--- config.mk ---
export PLATFORM = sky130hd
export DESIGN_NAME = tc_chan
export DESIGN_NICKNAME = d
export VERILOG_FILES = /design/src/logic/tc_chan_pkg.sv /design/src/logic/tc_chan.sv
export VERILOG_INCLUDE_DIRS = /design/src /design/src/logic
export SDC_FILE = /design/constraint.sdc
export NUM_CORES = 1
export LEC_CHECK = 0
export BUFFER_PORTS_ARGS = -buffer_cell sky130_fd_sc_hd__buf_2
export CAP_MARGIN = 0
export CORE_MARGIN = 1.5
export CORE_UTILIZATION = 48
export DETAILED_ROUTE_END_ITERATION = 7
export PLACE_DENSITY = 0.67
export SYNTH_ARGS = -nofsm -noshare
export SYNTH_HDL_FRONTEND = slang
export SYNTH_SLANG_ARGS = --single-unit
export TNS_END_PERCENT = 20
--- constraint.sdc ---
create_clock -name i_core_clk -period 6.95 [get_ports i_core_clk]
set_input_delay 0 -clock i_core_clk [delete_from_list [all_inputs] [get_ports i_core_clk]]
set_output_delay 0 -clock i_core_clk [all_outputs]
set_load 0.02 [all_outputs]
--- src/logic/tc_chan_defs.svh ---
// register offsets, field positions, reset values and counts of the counter channel
`ifndef TC_CHAN_DEFS_SVH
`define TC_CHAN_DEFS_SVH
`define OFS_CTRL 8'h00
`define OFS_MODE 8'h04
`define OFS_VALUE 8'h10
`define OFS_CAP_A 8'h14
`define OFS_CAP_B 8'h18
`define OFS_TOP 8'h1c
`define OFS_STATUS 8'h20
`define OFS_IRQ_EN 8'h24
`define OFS_IRQ_DIS 8'h28
`define OFS_IRQ_MASK 8'h2c
`define OFS_BLK_CTRL 8'hc0
`define OFS_BLK_MODE 8'hc4
`define CTRL_CLK_ON 0
`define CTRL_CLK_OFF 1
`define CTRL_SW_TRIG 2
`define BLK_SYNC 0
`define MODE_CLKSEL_LSB 0
`define MODE_INVERT 3
`define MODE_BURST_LSB 4
`define MODE_STOP 6
`define MODE_DISABLE 7
`define MODE_TRG_EDGE_LSB 8
`define MODE_TRG_LINE_LSB 10
`define MODE_EXT_TRG_EN 12
`define MODE_TOP_TRG_EN 14
`define MODE_WAVE 15
`define MODE_LOAD_A_LSB 16
`define MODE_LOAD_B_LSB 18
`define STATUS_CLK_ON 16
`define RST_WORD 32'h0000_0000
`define RST_VALUE 16'h0000
`define MAX_VALUE 16'hffff
`define NUM_EVENTS 8
`endif

--- src/logic/tc_chan_pkg.sv ---
// types shared by the counter channel
package tc_chan_pkg;
   // clock control: disabled, enabled but stopped, counting
   typedef enum logic [1:0] {CLK_DISABLED, CLK_STOPPED, CLK_RUNNING} clk_state_t;
   // sticky event flags, bit 7 downward
   typedef struct packed {
      logic ext_trg;
      logic load_b;
      logic load_a;
      logic cmp_top;
      logic cmp_b;
      logic cmp_a;
      logic overrun;
      logic wrap;
   } events_t;
endpackage

--- src/logic/tc_chan.sv ---
// one 16-bit timer/counter capture channel with block registers, apb slave
`timescale 1ns/1ps
`include "tc_chan_defs.svh"
module tc_chan
   import tc_chan_pkg::*;
(
   input wire logic i_core_clk,
   input wire logic i_rst,
   input wire logic psel,
   input wire logic penable,
   input wire logic pwrite,
   input wire logic [7:0] paddr,
   input wire logic [31:0] pwdata,
   output logic [31:0] prdata,
   output logic pready,
   output logic pslverr,
   input wire logic i_sync,
   output logic o_block_sync,
   input wire logic [2:0] i_ext_clock_pins,
   input wire logic [1:0] i_peer_line_a,
   input wire logic i_io_line_a,
   input wire logic i_io_line_b,
   output logic o_io_line_a,
   output logic o_io_line_a_oe,
   output logic o_io_line_b,
   output logic o_io_line_b_oe,
   output logic o_irq
);
   // edge selector: 0 none, 1 rising, 2 falling, 3 both
   function automatic logic edge_hit(input logic [1:0] sel, input logic rise,
                                     input logic fall);
      edge_hit = (sel[0] & rise) | (sel[1] & fall);
   endfunction

   // register file
   logic [31:0] mode_q; // channel_mode_reg
   logic [5:0] blk_mode_q; // block_mode_reg, two bits per external input
   logic [15:0] cv_q; // counter_value_reg
   logic [15:0] cap_a_q; // capture_a
   logic [15:0] cap_b_q; // capture_b
   logic [15:0] top_q; // top_compare
   events_t flags_q; // sticky part of channel_status_reg
   logic [7:0] mask_q; // interrupt mask
   clk_state_t state_q; // clock control state
   logic trig_pend_q; // trigger waiting for the next active edge
   logic a_done_q; // capture A taken since trigger or last B
   logic a_unread_q; // capture A not yet read by software
   logic b_unread_q; // capture B not yet read by software
   logic moved_q; // counter changed last cycle
   logic [9:0] presc_q; // master clock divider
   logic lvl_prev_q; // previous selected clock level
   logic [2:0] xs1_q, xs2_q; // pin clock synchronisers
   logic [1:0] ps1_q, ps2_q; // peer line synchronisers
   logic as1_q, as2_q, a_prev_q; // line A synchroniser and edge history
   logic bs1_q, bs2_q, b_prev_q; // line B synchroniser and edge history
   logic [2:0] xc_prev_q; // external input history for event edges

   // apb strobes: access phase waits one cycle so the answer comes from flops
   logic acc, wr, rd;
   assign acc = psel & penable & pready;
   assign wr = acc & pwrite;
   assign rd = acc & ~pwrite;

   // mode fields
   logic wave;
   logic [2:0] clk_sel;
   logic [1:0] burst;
   assign wave = mode_q[`MODE_WAVE];
   assign clk_sel = mode_q[`MODE_CLKSEL_LSB +: 3];
   assign burst = mode_q[`MODE_BURST_LSB +: 2];

   // two-stage synchronisers for every pin input
   always_ff @(posedge i_core_clk or posedge i_rst) begin
      if (i_rst) begin
         xs1_q <= 3'h0;
         xs2_q <= 3'h0;
         ps1_q <= 2'h0;
         ps2_q <= 2'h0;
         as1_q <= 1'b0;
         as2_q <= 1'b0;
         bs1_q <= 1'b0;
         bs2_q <= 1'b0;
      end else begin
         xs1_q <= i_ext_clock_pins;
         xs2_q <= xs1_q;
         ps1_q <= i_peer_line_a;
         ps2_q <= ps1_q;
         as1_q <= i_io_line_a;
         as2_q <= as1_q;
         bs1_q <= i_io_line_b;
         bs2_q <= bs1_q;
      end
   end

   // block routing of the three external inputs
   logic [2:0] xc;
   always_comb begin
      for (int i = 0; i < 3; i++) begin
         case (blk_mode_q[2*i +: 2])
            2'h0: xc[i] = xs2_q[i]; // own pin
            2'h2: xc[i] = ps2_q[0]; // chained from a peer line A
            2'h3: xc[i] = ps2_q[1];
            default: xc[i] = 1'b0; // unconnected
         endcase
      end
   end

   // prescaler runs freely; divided clocks are its bits
   always_ff @(posedge i_core_clk or posedge i_rst) begin
      if (i_rst) presc_q <= 10'h000;
      else presc_q <= presc_q + 10'h001;
   end

   // counting clock selection, inversion and burst gating
   logic sel_lvl, lvl, gate, active;
   always_comb begin
      case (clk_sel)
         3'h0: sel_lvl = presc_q[0];
         3'h1: sel_lvl = presc_q[2];
         3'h2: sel_lvl = presc_q[4];
         3'h3: sel_lvl = presc_q[6];
         3'h4: sel_lvl = presc_q[9];
         3'h5: sel_lvl = xc[0];
         3'h6: sel_lvl = xc[1];
         default: sel_lvl = xc[2];
      endcase
   end
   assign lvl = sel_lvl ^ mode_q[`MODE_INVERT];
   assign gate = (burst == 2'h0) ? 1'b1 : xc[burst - 2'h1];
   // external clocks are sampled, so they must stay slower than the master clock
   assign active = lvl & ~lvl_prev_q & gate & (state_q == CLK_RUNNING);

   always_ff @(posedge i_core_clk or posedge i_rst) begin
      if (i_rst) lvl_prev_q <= 1'b0;
      else lvl_prev_q <= lvl;
   end

   // edge detection on the synchronised lines
   logic a_rise, a_fall, b_rise, b_fall;
   assign a_rise = as2_q & ~a_prev_q;
   assign a_fall = ~as2_q & a_prev_q;
   assign b_rise = bs2_q & ~b_prev_q;
   assign b_fall = ~bs2_q & b_prev_q;
   always_ff @(posedge i_core_clk or posedge i_rst) begin
      if (i_rst) begin
         a_prev_q <= 1'b0;
         b_prev_q <= 1'b0;
         xc_prev_q <= 3'h0;
      end else begin
         a_prev_q <= as2_q;
         b_prev_q <= bs2_q;
         xc_prev_q <= xc;
      end
   end

   // compare matches, checked the cycle after the counter moves
   logic cmp_a, cmp_b, cmp_top;
   assign cmp_a = moved_q & (cv_q == cap_a_q);
   assign cmp_b = moved_q & (cv_q == cap_b_q);
   assign cmp_top = moved_q & (cv_q == top_q);

   // external trigger: capture picks a line, waveform picks line B or an input
   logic ev_lvl, ev_prev, ext_trig;
   logic [1:0] trg_line;
   assign trg_line = mode_q[`MODE_TRG_LINE_LSB +: 2];
   always_comb begin
      if (!wave) begin
         ev_lvl = trg_line[0] ? as2_q : bs2_q;
         ev_prev = trg_line[0] ? a_prev_q : b_prev_q;
      end else if (trg_line == 2'h0) begin
         ev_lvl = bs2_q;
         ev_prev = b_prev_q;
      end else begin
         ev_lvl = xc[trg_line - 2'h1];
         ev_prev = xc_prev_q[trg_line - 2'h1];
      end
   end
   // edge field zero matches nothing, which disables the trigger
   assign ext_trig = edge_hit(mode_q[`MODE_TRG_EDGE_LSB +: 2], ev_lvl & ~ev_prev,
                              ~ev_lvl & ev_prev)
                     & (~wave | mode_q[`MODE_EXT_TRG_EN]);

   // all trigger sources merge here; block sync comes from its flop so this
   // channel acts on the same edge as the peers fed by o_block_sync
   logic sw_trig, blk_sync, trig;
   assign sw_trig = wr & (paddr == `OFS_CTRL) & pwdata[`CTRL_SW_TRIG];
   assign blk_sync = wr & (paddr == `OFS_BLK_CTRL) & pwdata[`BLK_SYNC];
   assign trig = sw_trig | i_sync | o_block_sync
                 | (cmp_top & mode_q[`MODE_TOP_TRG_EN])
                 | ext_trig;

   // capture loads on line A edges, in A-then-B order
   logic load_a, load_b;
   assign load_a = ~wave & ~a_done_q
                   & edge_hit(mode_q[`MODE_LOAD_A_LSB +: 2], a_rise, a_fall);
   assign load_b = ~wave & a_done_q
                   & edge_hit(mode_q[`MODE_LOAD_B_LSB +: 2], a_rise, a_fall);

   // stop and disable events from the mode-dependent source
   logic stop_ev, dis_ev;
   assign stop_ev = mode_q[`MODE_STOP] & (wave ? cmp_top : load_b);
   assign dis_ev = mode_q[`MODE_DISABLE] & (wave ? cmp_top : load_b);

   // clock control state
   logic clk_on, clk_off;
   assign clk_on = wr & (paddr == `OFS_CTRL) & pwdata[`CTRL_CLK_ON];
   assign clk_off = wr & (paddr == `OFS_CTRL) & pwdata[`CTRL_CLK_OFF];
   always_ff @(posedge i_core_clk or posedge i_rst) begin
      if (i_rst) begin
         state_q <= CLK_DISABLED;
      end else begin
         case (state_q)
            // only clock-on leaves the disabled state
            CLK_DISABLED: if (clk_on && !clk_off) state_q <= CLK_STOPPED;
            CLK_STOPPED: begin
               if (clk_off || dis_ev) state_q <= CLK_DISABLED;
               else if (trig) state_q <= CLK_RUNNING;
            end
            CLK_RUNNING: begin
               if (clk_off || dis_ev) state_q <= CLK_DISABLED;
               else if (stop_ev && !trig) state_q <= CLK_STOPPED;
            end
            default: state_q <= CLK_DISABLED;
         endcase
      end
   end

   // pending trigger; a new trigger on the consuming edge stays pending
   always_ff @(posedge i_core_clk or posedge i_rst) begin
      if (i_rst) trig_pend_q <= 1'b0;
      else trig_pend_q <= trig | (trig_pend_q & ~active);
   end

   // counter
   always_ff @(posedge i_core_clk or posedge i_rst) begin
      if (i_rst) begin
         cv_q <= `RST_VALUE;
         moved_q <= 1'b0;
      end else begin
         moved_q <= active;
         if (active && trig_pend_q) cv_q <= `RST_VALUE;
         else if (active) cv_q <= cv_q + 16'h0001;
      end
   end

   // capture registers, sequencing and unread tracking
   always_ff @(posedge i_core_clk or posedge i_rst) begin
      if (i_rst) begin
         cap_a_q <= `RST_VALUE;
         cap_b_q <= `RST_VALUE;
         a_done_q <= 1'b0;
         a_unread_q <= 1'b0;
         b_unread_q <= 1'b0;
      end else begin
         if (load_a) cap_a_q <= cv_q;
         else if (wr && wave && paddr == `OFS_CAP_A) cap_a_q <= pwdata[15:0];
         if (load_b) cap_b_q <= cv_q;
         else if (wr && wave && paddr == `OFS_CAP_B) cap_b_q <= pwdata[15:0];
         if (trig || load_b) a_done_q <= 1'b0;
         else if (load_a) a_done_q <= 1'b1;
         // a load in the read cycle counts as unread
         a_unread_q <= load_a | (a_unread_q & ~(rd && paddr == `OFS_CAP_A));
         b_unread_q <= load_b | (b_unread_q & ~(rd && paddr == `OFS_CAP_B));
      end
   end

   // sticky event flags; hardware set wins over the read clear
   events_t ev_set;
   always_comb begin
      ev_set = '0;
      ev_set.wrap = active & ~trig_pend_q & (cv_q == `MAX_VALUE);
      ev_set.overrun = (load_a & a_unread_q) | (load_b & b_unread_q);
      ev_set.cmp_a = cmp_a;
      ev_set.cmp_b = cmp_b;
      ev_set.cmp_top = cmp_top;
      ev_set.load_a = load_a;
      ev_set.load_b = load_b;
      ev_set.ext_trg = ext_trig;
   end
   always_ff @(posedge i_core_clk or posedge i_rst) begin
      if (i_rst) flags_q <= '0;
      else if (rd && paddr == `OFS_STATUS) flags_q <= ev_set;
      else flags_q <= flags_q | ev_set;
   end

   // writable configuration and interrupt mask
   always_ff @(posedge i_core_clk or posedge i_rst) begin
      if (i_rst) begin
         mode_q <= `RST_WORD;
         blk_mode_q <= 6'h00;
         top_q <= `RST_VALUE;
         mask_q <= 8'h00;
      end else if (wr) begin
         case (paddr)
            `OFS_MODE: mode_q <= pwdata;
            `OFS_BLK_MODE: blk_mode_q <= pwdata[5:0];
            `OFS_TOP: top_q <= pwdata[15:0];
            `OFS_IRQ_EN: mask_q <= mask_q | pwdata[7:0];
            `OFS_IRQ_DIS: mask_q <= mask_q & ~pwdata[7:0];
            default: mask_q <= mask_q;
         endcase
      end
   end

   // apb answer: one wait cycle, data and error taken from flops
   logic [31:0] rdata;
   logic mapped;
   always_comb begin
      rdata = 32'h0000_0000;
      mapped = 1'b1;
      case (paddr)
         `OFS_CTRL, `OFS_IRQ_EN, `OFS_IRQ_DIS, `OFS_BLK_CTRL: rdata = 32'h0000_0000;
         `OFS_MODE: rdata = mode_q;
         `OFS_VALUE: rdata = {16'h0000, cv_q};
         `OFS_CAP_A: rdata = {16'h0000, cap_a_q};
         `OFS_CAP_B: rdata = {16'h0000, cap_b_q};
         `OFS_TOP: rdata = {16'h0000, top_q};
         `OFS_STATUS: begin
            rdata[`NUM_EVENTS-1:0] = flags_q;
            rdata[`STATUS_CLK_ON] = (state_q != CLK_DISABLED);
         end
         `OFS_IRQ_MASK: rdata = {24'h000000, mask_q};
         `OFS_BLK_MODE: rdata = {26'h0000000, blk_mode_q};
         default: mapped = 1'b0;
      endcase
   end
   always_ff @(posedge i_core_clk or posedge i_rst) begin
      if (i_rst) begin
         pready <= 1'b0;
         prdata <= 32'h0000_0000;
         pslverr <= 1'b0;
      end else begin
         pready <= psel & penable & ~pready;
         prdata <= (psel && penable && !pready && !pwrite) ? rdata : 32'h0000_0000;
         pslverr <= psel & penable & ~pready & ~mapped;
      end
   end

   // waveform outputs: set on A/B compare, cleared on top compare
   always_ff @(posedge i_core_clk or posedge i_rst) begin
      if (i_rst) begin
         o_io_line_a <= 1'b0;
         o_io_line_b <= 1'b0;
         o_io_line_a_oe <= 1'b0;
         o_io_line_b_oe <= 1'b0;
      end else begin
         o_io_line_a_oe <= wave;
         // line B stays an input while it is the external event source
         o_io_line_b_oe <= wave & (trg_line != 2'h0);
         if (!wave || cmp_top) o_io_line_a <= 1'b0;
         else if (cmp_a) o_io_line_a <= 1'b1;
         if (!wave || cmp_top) o_io_line_b <= 1'b0;
         else if (cmp_b) o_io_line_b <= 1'b1;
      end
   end

   // block sync out to the peer channels and the interrupt line
   always_ff @(posedge i_core_clk or posedge i_rst) begin
      if (i_rst) begin
         o_block_sync <= 1'b0;
         o_irq <= 1'b0;
      end else begin
         o_block_sync <= blk_sync;
         o_irq <= |(flags_q & mask_q);
      end
   end

   // checks
   property p_wrap;
      @(posedge i_core_clk) disable iff (i_rst)
      active && !trig_pend_q && cv_q == 16'hffff |=> cv_q == 16'h0000 && flags_q.wrap;
   endproperty
   a_wrap: assert property (p_wrap) else $error("wrap flag not set");
   property p_trig_zero;
      @(posedge i_core_clk) disable iff (i_rst)
      active && trig_pend_q |=> cv_q == 16'h0000;
   endproperty
   a_trig_zero: assert property (p_trig_zero) else $error("trigger did not zero");
   property p_incr;
      @(posedge i_core_clk) disable iff (i_rst)
      active && !trig_pend_q |=> cv_q == $past(cv_q) + 16'h0001;
   endproperty
   a_incr: assert property (p_incr) else $error("counter did not step");
   property p_disabled_hold;
      @(posedge i_core_clk) disable iff (i_rst)
      state_q == CLK_DISABLED && !clk_on ##1 state_q == CLK_DISABLED |=> $stable(cv_q);
   endproperty
   a_disabled_hold: assert property (p_disabled_hold) else $error("count while off");
   property p_trig_starts;
      @(posedge i_core_clk) disable iff (i_rst)
      trig && state_q == CLK_STOPPED && !clk_off && !dis_ev |=> state_q == CLK_RUNNING;
   endproperty
   a_trig_starts: assert property (p_trig_starts) else $error("trigger no start");
   property p_b_after_a;
      @(posedge i_core_clk) disable iff (i_rst)
      load_b |-> a_done_q ##1 !a_done_q;
   endproperty
   a_b_after_a: assert property (p_b_after_a) else $error("B loaded out of order");
   property p_overrun;
      @(posedge i_core_clk) disable iff (i_rst)
      load_a && a_unread_q |=> flags_q.overrun && cap_a_q == $past(cv_q);
   endproperty
   a_overrun: assert property (p_overrun) else $error("overrun missed");
   property p_irq;
      @(posedge i_core_clk) disable iff (i_rst)
      ##1 o_irq == $past(|(flags_q & mask_q));
   endproperty
   a_irq: assert property (p_irq) else $error("irq mismatch");
   property p_clk_flag;
      @(posedge i_core_clk) disable iff (i_rst)
      clk_on && !clk_off && !dis_ev |=> state_q != CLK_DISABLED;
   endproperty
   a_clk_flag: assert property (p_clk_flag) else $error("clock-on ignored");
   c_wrap: cover property (@(posedge i_core_clk) disable iff (i_rst) ev_set.wrap);
   c_load_pair: cover property (@(posedge i_core_clk) disable iff (i_rst)
      load_a ##[1:200] load_b);
   c_overrun: cover property (@(posedge i_core_clk) disable iff (i_rst) ev_set.overrun);
endmodule

After elaboration in Yosys (flattened, before gate mapping)
Cells that the tools add are included.

cells by class
  bitwise gates (word level) = 76
  magnitude comparators = 2
  muxes and demuxes = 44
  equal/unequal tests = 32
  reductions and logical operators = 44
  add/subtract/negate cells = 4

operator list
  operator               number
  $mux 16                6
  $pmux 8 s8             1
  $eq 16x16->1           3
  $and 1x1->1            44
  $pmux 8 s5             1
  $eq 8x5->1 const B     4
  $eq 8x6->1 const B     4
  $mux 32                1
  $mux 1                 18
  $reduce_bool 2->1      9
  $add 16x1->16 const B  1
  $and 8x8->8            2
  $eq 16x16->1 const B   1
  $eq 8x8->1 const B     2
  $or 8x8->8             2
  $pmux 8 s2             1
  $mux 15                1
  $eq 2x2->1 const B     7
  $not 1->1              14
  $logic_and 1x1->1      12
  $logic_not 2->1        6
  $or 1x1->1             12
  $reduce_or 12->1       1
  $add 10x1->10 const B  1
  26 further kinds       48

word-level totals
  output and inout port bits = 40
  input bits = 53
  bits in registers = 195
  logic and storage cells = 245

Depth between registers and ports, before layout
  depth after elaboration = 17
  depth in mapped cells = 11
  mapped depth without buffers = 10

Worst setup path after synthesis
Ideal clock, no wire load.

  path kind = register to register
  from = register mode_q[10]
  to = register state_q[1]
  setup time = 65 ps
  arrival time = 2492 ps
  buffers on the path = 1
  slack = 4393 ps
  clock period less this slack = 2557 ps
  required time = 6885 ps
  stages on the path, launching flop included = 11
  cells stage by stage = dfrtp_1 > clkbuf_1 > inv_1 > ha_1 > mux2_2 > a221oi_1 > o22ai_1 > or2_2 > mux2i_1 > a211o_1 > o221a_2

on the way
  word-level cells in the longest chain between the ends = 15
  elaborated cells between the ends (all ways) = 26
  classes of those cells = add/sub (1); eq/ne (2); mux (10); bitwise (9); reduce/logical (4)

ends and longest elaborated chain
  item                                   RTL line                        RTL
  start, declared                        tc_chan.sv:36                   logic [31:0] mode_q;
  start signal, assigned                 tc_chan.sv:289                  mode_q <= `RST_WORD;
  start signal, assigned                 tc_chan.sv:295                  `OFS_MODE: mode_q <= pwdata;
  $sub 2x1->2                            tc_chan.sv:174, tc_chan.sv:175
  $bmux 1 s2, on equally long branches   tc_chan.sv:175, tc_chan.sv:174
  $mux 1, on equally long branches       tc_chan.sv:175, tc_chan.sv:174
  $mux 1                                 tc_chan.sv:170                  end else if (trg_line == 2'h0) begin
  $mux 1                                 tc_chan.sv:167                  if (!wave) begin
  $not 1->1, on equally long branches    tc_chan.sv:179, tc_chan.sv:180
  $and 1x1->1, on equally long branches  tc_chan.sv:179, tc_chan.sv:180
  $and 1x1->1                            tc_chan.sv:32                   edge_hit = (sel[0] & rise) | (sel[1] & fall);
  $or 1x1->1 (*)                         tc_chan.sv:32
  $and 1x1->1 (*)                        tc_chan.sv:179                  assign ext_trig = edge_hit(mode_q[`MODE_TRG_EDGE_LSB +: 2], ev_lvl & ~ev_prev,
  $or 1x1->1 (*)                         tc_chan.sv:188                  assign trig = sw_trig | i_sync | o_block_sync
  $logic_not 1->1                        tc_chan.sv:221                  else if (stop_ev && !trig) state_q <= CLK_STOPPED;
  $logic_and 1x1->1                      tc_chan.sv:221
  $ne 3x1->1 (no source line)            n/a
  $reduce_and 3->1 (no source line) (*)  n/a
  end signal, assigned                   tc_chan.sv:220                  if (clk_off || dis_ev) state_q <= CLK_DISABLED;
  end signal, assigned                   tc_chan.sv:221
  end signal, assigned                   tc_chan.sv:223                  default: state_q <= CLK_DISABLED;
  end, declared                          tc_chan.sv:44                   clk_state_t state_q;

Every way passes the cells marked *; elsewhere a longest branch is shown, timed or not. The select of a mux whose other input is x is not followed.
A chain may end at the register's enable or synchronous reset.

Worst setup path in the final report
  from = register mode_q[0]
  to = register cv_q[0]

on the way
  word-level cells in the longest chain between the ends = 8
  elaborated cells between the ends (all ways) = 15
  classes of those cells = eq/ne (6); mux (2); bitwise (4); reduce/logical (3)

ends and longest elaborated chain
  item                                                 RTL line        RTL
  $eq 3x3->1 (tied with other cells)                   tc_chan.sv:117  case (clk_sel)
  $pmux 1 s7 (*)                                       tc_chan.sv:117
  $xor 1x1->1 (*)                                      tc_chan.sv:128  assign lvl = sel_lvl ^ mode_q[`MODE_INVERT];
  via lvl                                              tc_chan.sv:115  logic sel_lvl, lvl, gate, active;
  $and 1x1->1 (*) (3 in series)                        tc_chan.sv:131  assign active = lvl & ~lvl_prev_q & gate & (state_q == CLK_RUNNING);
  $logic_and 1x1->1                                    tc_chan.sv:241  if (active && trig_pend_q) cv_q <= `RST_VALUE;
  $mux 16 / $reduce_bool 2->1 (equally long branches)  n/a
  end signal, assigned                                 tc_chan.sv:237  cv_q <= `RST_VALUE;
  end signal, assigned                                 tc_chan.sv:241
  end signal, assigned                                 tc_chan.sv:242  else if (active) cv_q <= cv_q + 16'h0001;
  end, declared                                        tc_chan.sv:38   logic [15:0] cv_q;

The timed path passes the listed nets; every way through them passes the cells marked *.

==> flow_summary_export.csv <==
group,metric,value,unit
synthesis,synth_mux_area_share,11.4,%
final_layout,multiInputGateArea,4100,um2
final_layout,layout.nets,996,
timing,drv_slew,0,
timing,setup_tns,0,ns
floorplanning,initial_core_util,49.1,%
place,dp.cells,1108,
timing,post-route-period-util,44.5,%
synthesis,synthAdderAreaFrac,0.543,%
global_route,grt_antenna_before_repair,0,
timing,hold_viol_final,0,
worst_hold_path,hold_path.class,"in -> reg",
floorplanning,io_pins,93,
place,numPortBuffers,92,
synthesis,ys_types,71,
cts,cts_tree,"yes",
timing,rsz0062_at_grt,"no",
timing,finalCriticalPeriod,3.09,ns
synthesis,synth-compound-area-share,15.3,%
place,dp_hpwl,16.9,mm
critical_path,arrival,3.38,ns
timing,finalSetupViolations,0,
routing,drc,0,
routing,viasPerCell,6.01,
final_layout,regArea,4880,um2
cts,cts_resized,0,
job,maxCapViolCount,0,
synthesis,syn_nets,881,
floorplanning,coreArea,18800,um2
timing,relSlewSlack,17.7,%
final_layout,fin_cells,1185,
synthesis,syn_area_per_cell,11.2,um2
cts,htreeDepth,4,
floorplanning,rows,50,
timing,worst_pin_slew,1.22,ns
floorplanning,die-width,142,um
synthesis,synth_cells,824,
global_route,grt_pass1_vias,6895,
critical_path,cp_data_required_time,7.24,ns
cts,clk_latency,0.44,ns
synthesis,synthFlopType,"dfrtp_1",
cts,clkSlewWorstSetupHoldPaths,0.07,ns
place,pre_cts_slack,3.86,ns
global_route,grt.overflow.total,0,
critical_path,crit_path_end_kind,"flip-flop",
synthesis,synth_seq_cells,195,
power,p_per_area,204,nW/um2
routing,ant_nets,0,
synthesis,yosys_warnings,0,
floorplanning,die-height,142,um
place,gp_congestion,0.857,
final_layout,n_antenna_cell,0,
cts,cts.sinks,195,
synthesis,yosysSeqAreaShare,52.9,%
power,p_leak,5.15,nW
critical_path,cp_max_fo,20,
cts,clockBufferDepth,2,
cts,postCtsHoldBufs,46,
timing,final.setup.worst_slack,3.86,ns
synthesis,syn-cell-area,9220,um2
power,p_total,2.22,mW
synthesis,synth-simple-area-share,11.5,%
cts,numCtsBuffers,17,
global_route,grt_max_degree,122,
critical_path,path_class,"reg -> reg",
routing,routed_wl,25.1,mm
timing,max_freq,324,MHz
final_layout,drive_above_1_share,22.3,%
critical_path,start_kind,"flip-flop",
synthesis,synth_xor_area_share,5.51,%
final_layout,syn2layout_area_growth,18.1,%
synthesis,synth_top_family_by_area,"compound AO/OA/AOI/OAI gates",
routing,first_iter_violations,623,
routing,dr.pass1.iters,8,
floorplanning,die_area,20000,um2
routing,routedWlPerCell,21.2,um
power,ir_drop,0.000158,V
synthesis,synth_edf_count,0,
timing,fin_worst_skew,0.00895,ns
cts,clockRootBuffer,"clkbuf_16",
routing,route.vias.total,7121,
outcome,status,"complete, no violations",
final_layout,fillCellCount,1605,
global_route,grt_usage,26.1,%
synthesis,async_flop_share,100,%
global_route,grt_pass1_wl,39.4,mm
cts,cts_setup_buffers,0,
-- power breakdown --
part	internal (mW)	switching (mW)	total [mW]	leakage [nW]
sequential	1.15	0.0109	1.16	2.57
combinational	0.0448	0.0604	0.105	2.30
clock	0.524	0.437	0.961	0.272
total	1.72	0.508	2.22	5.15
-- area by class of cell --
class                           count  area share, %
Tap cell                          234           2.69
Inverter                           14          0.552
Timing Repair Buffer              146           9.01
Clock inverter                     10          0.931
Sequential cell                   195           44.8
Multi-Input combinational cell    565           37.7
Clock buffer                       21           4.32
-- worst max-delay path, stage by stage, from the launching register on --
cell and delay (ns):
dfrtp_1 0.47, mux4_2 0.54, xnor2_1 0.15, nand2b_1 0.07, a211o_1 0.34, nand2_1 0.55, or2_1 0.63, o21ai_0 0.17
-- flip-flops by register name, indices dropped and copies added, names as in the netlist, 2 cells and up, named ones only --
signal	flops
cap_b_q	16
xc_prev_q	3
ps2_q	2
top_q	16
cv_q	16
xs1_q	3
ps1_q	2
blk_mode_q	6
xs2_q	3
cap_a_q	16
presc_q	10
state_q	2
mode_q	32
flags_q	8
prdata	32
-- metal layers --
metal | track usage, % | vias up | share of wire, % | wire [um]
met5 | 0 | - | 0 | 0
met4 | 7.87 | 0 | 2.1 | 523
met3 | 5.67 | 43 | 6.1 | 1540
met2 | 41.3 | 283 | 47 | 11800
met1 | 36.1 | 3564 | 45 | 11300
li1 | - | 3231 | - | -
-- cells in the mapped netlist, types with 23 or more instances --
master / instances / area, um2
dfrtp_1: 195 / 4880
nand2_1: 56 / 210
mux2_2: 55 / 619
nor2_1: 48 / 180
clkbuf_1: 40 / 150
o21ai_0: 37 / 185
mux2i_1: 36 / 360
a22oi_1: 34 / 255
a21oi_1: 33 / 165
xnor2_1: 33 / 289
nand3_1: 25 / 125
xor2_1: 25 / 219
a31oi_1: 23 / 144
-- per-stage QoR --
| step | util (%) | hold slack (ns) | cell area (um2) |
|---|---|---|---|
| CTS | 58.0 | 0.0383 | 10900 |
| detailed placement | 52.5 | 0.109 | 9850 |
| floorplan | - | 0.0314 | 9220 |
| finish | 58.0 | 0.0520 | 10900 |
| global placement | 52.5 | 0.109 | 9850 |
| global route | 58.0 | 0.0899 | 10900 |
-- final timing paths --
check,to,slack (ns),from,depth (start not counted)
setup / recovery,cv_q[0],3.86,mode_q[0],7
hold reg to reg,xs2_q[1],0.35,xs1_q[1],0
min in group asynchronous,prdata[24],0.27,i_rst,3
hold / removal,flip-flop,0.05,paddr[0],5
max in group asynchronous,mode_q[14],5.13,i_rst,4
setup reg to reg,cv_q[0],3.86,mode_q[0],7
-- logic make-up (layout without fill, tap and decap cells) --
group / count (synthesis) / after routing
AOI/OAI and AO/OA: 196 / 196
xor gates and xnor gates: 58 / 58
adders and majority gates: 4 / 4
buffers and inverters: 64 / 191
DFF: 195 / 195
muxes: 95 / 95
and+or+nand+nor: 212 / 212
-- cells in the final DEF, fill, tap and decap left out, drive strengths merged, types with 4 or more instances in the layout --
| master | instances |
|---|---|
| dfrtp | 195 |
| buf | 100 |
| nand2 | 56 |
| mux2 | 56 |
| nor2 | 48 |
| dlygate4sd3 | 46 |
| o21ai | 41 |
| mux2i | 38 |
| a22oi | 34 |
| xnor2 | 33 |
| a21oi | 33 |
| nand3 | 25 |
| xor2 | 25 |
| a31oi | 23 |
| and3 | 21 |
| clkbuf | 21 |
| inv | 16 |
| nand2b | 13 |
| a21o | 11 |
| nor3 | 11 |
| nor4 | 9 |
| nor2b | 8 |
| a221oi | 8 |
| nand4 | 7 |
| a222oi | 7 |
| o31ai | 7 |
| o22ai | 4 |
| ha | 4 |
| clkinv | 4 |
Power figures use the tool's default switching activity.
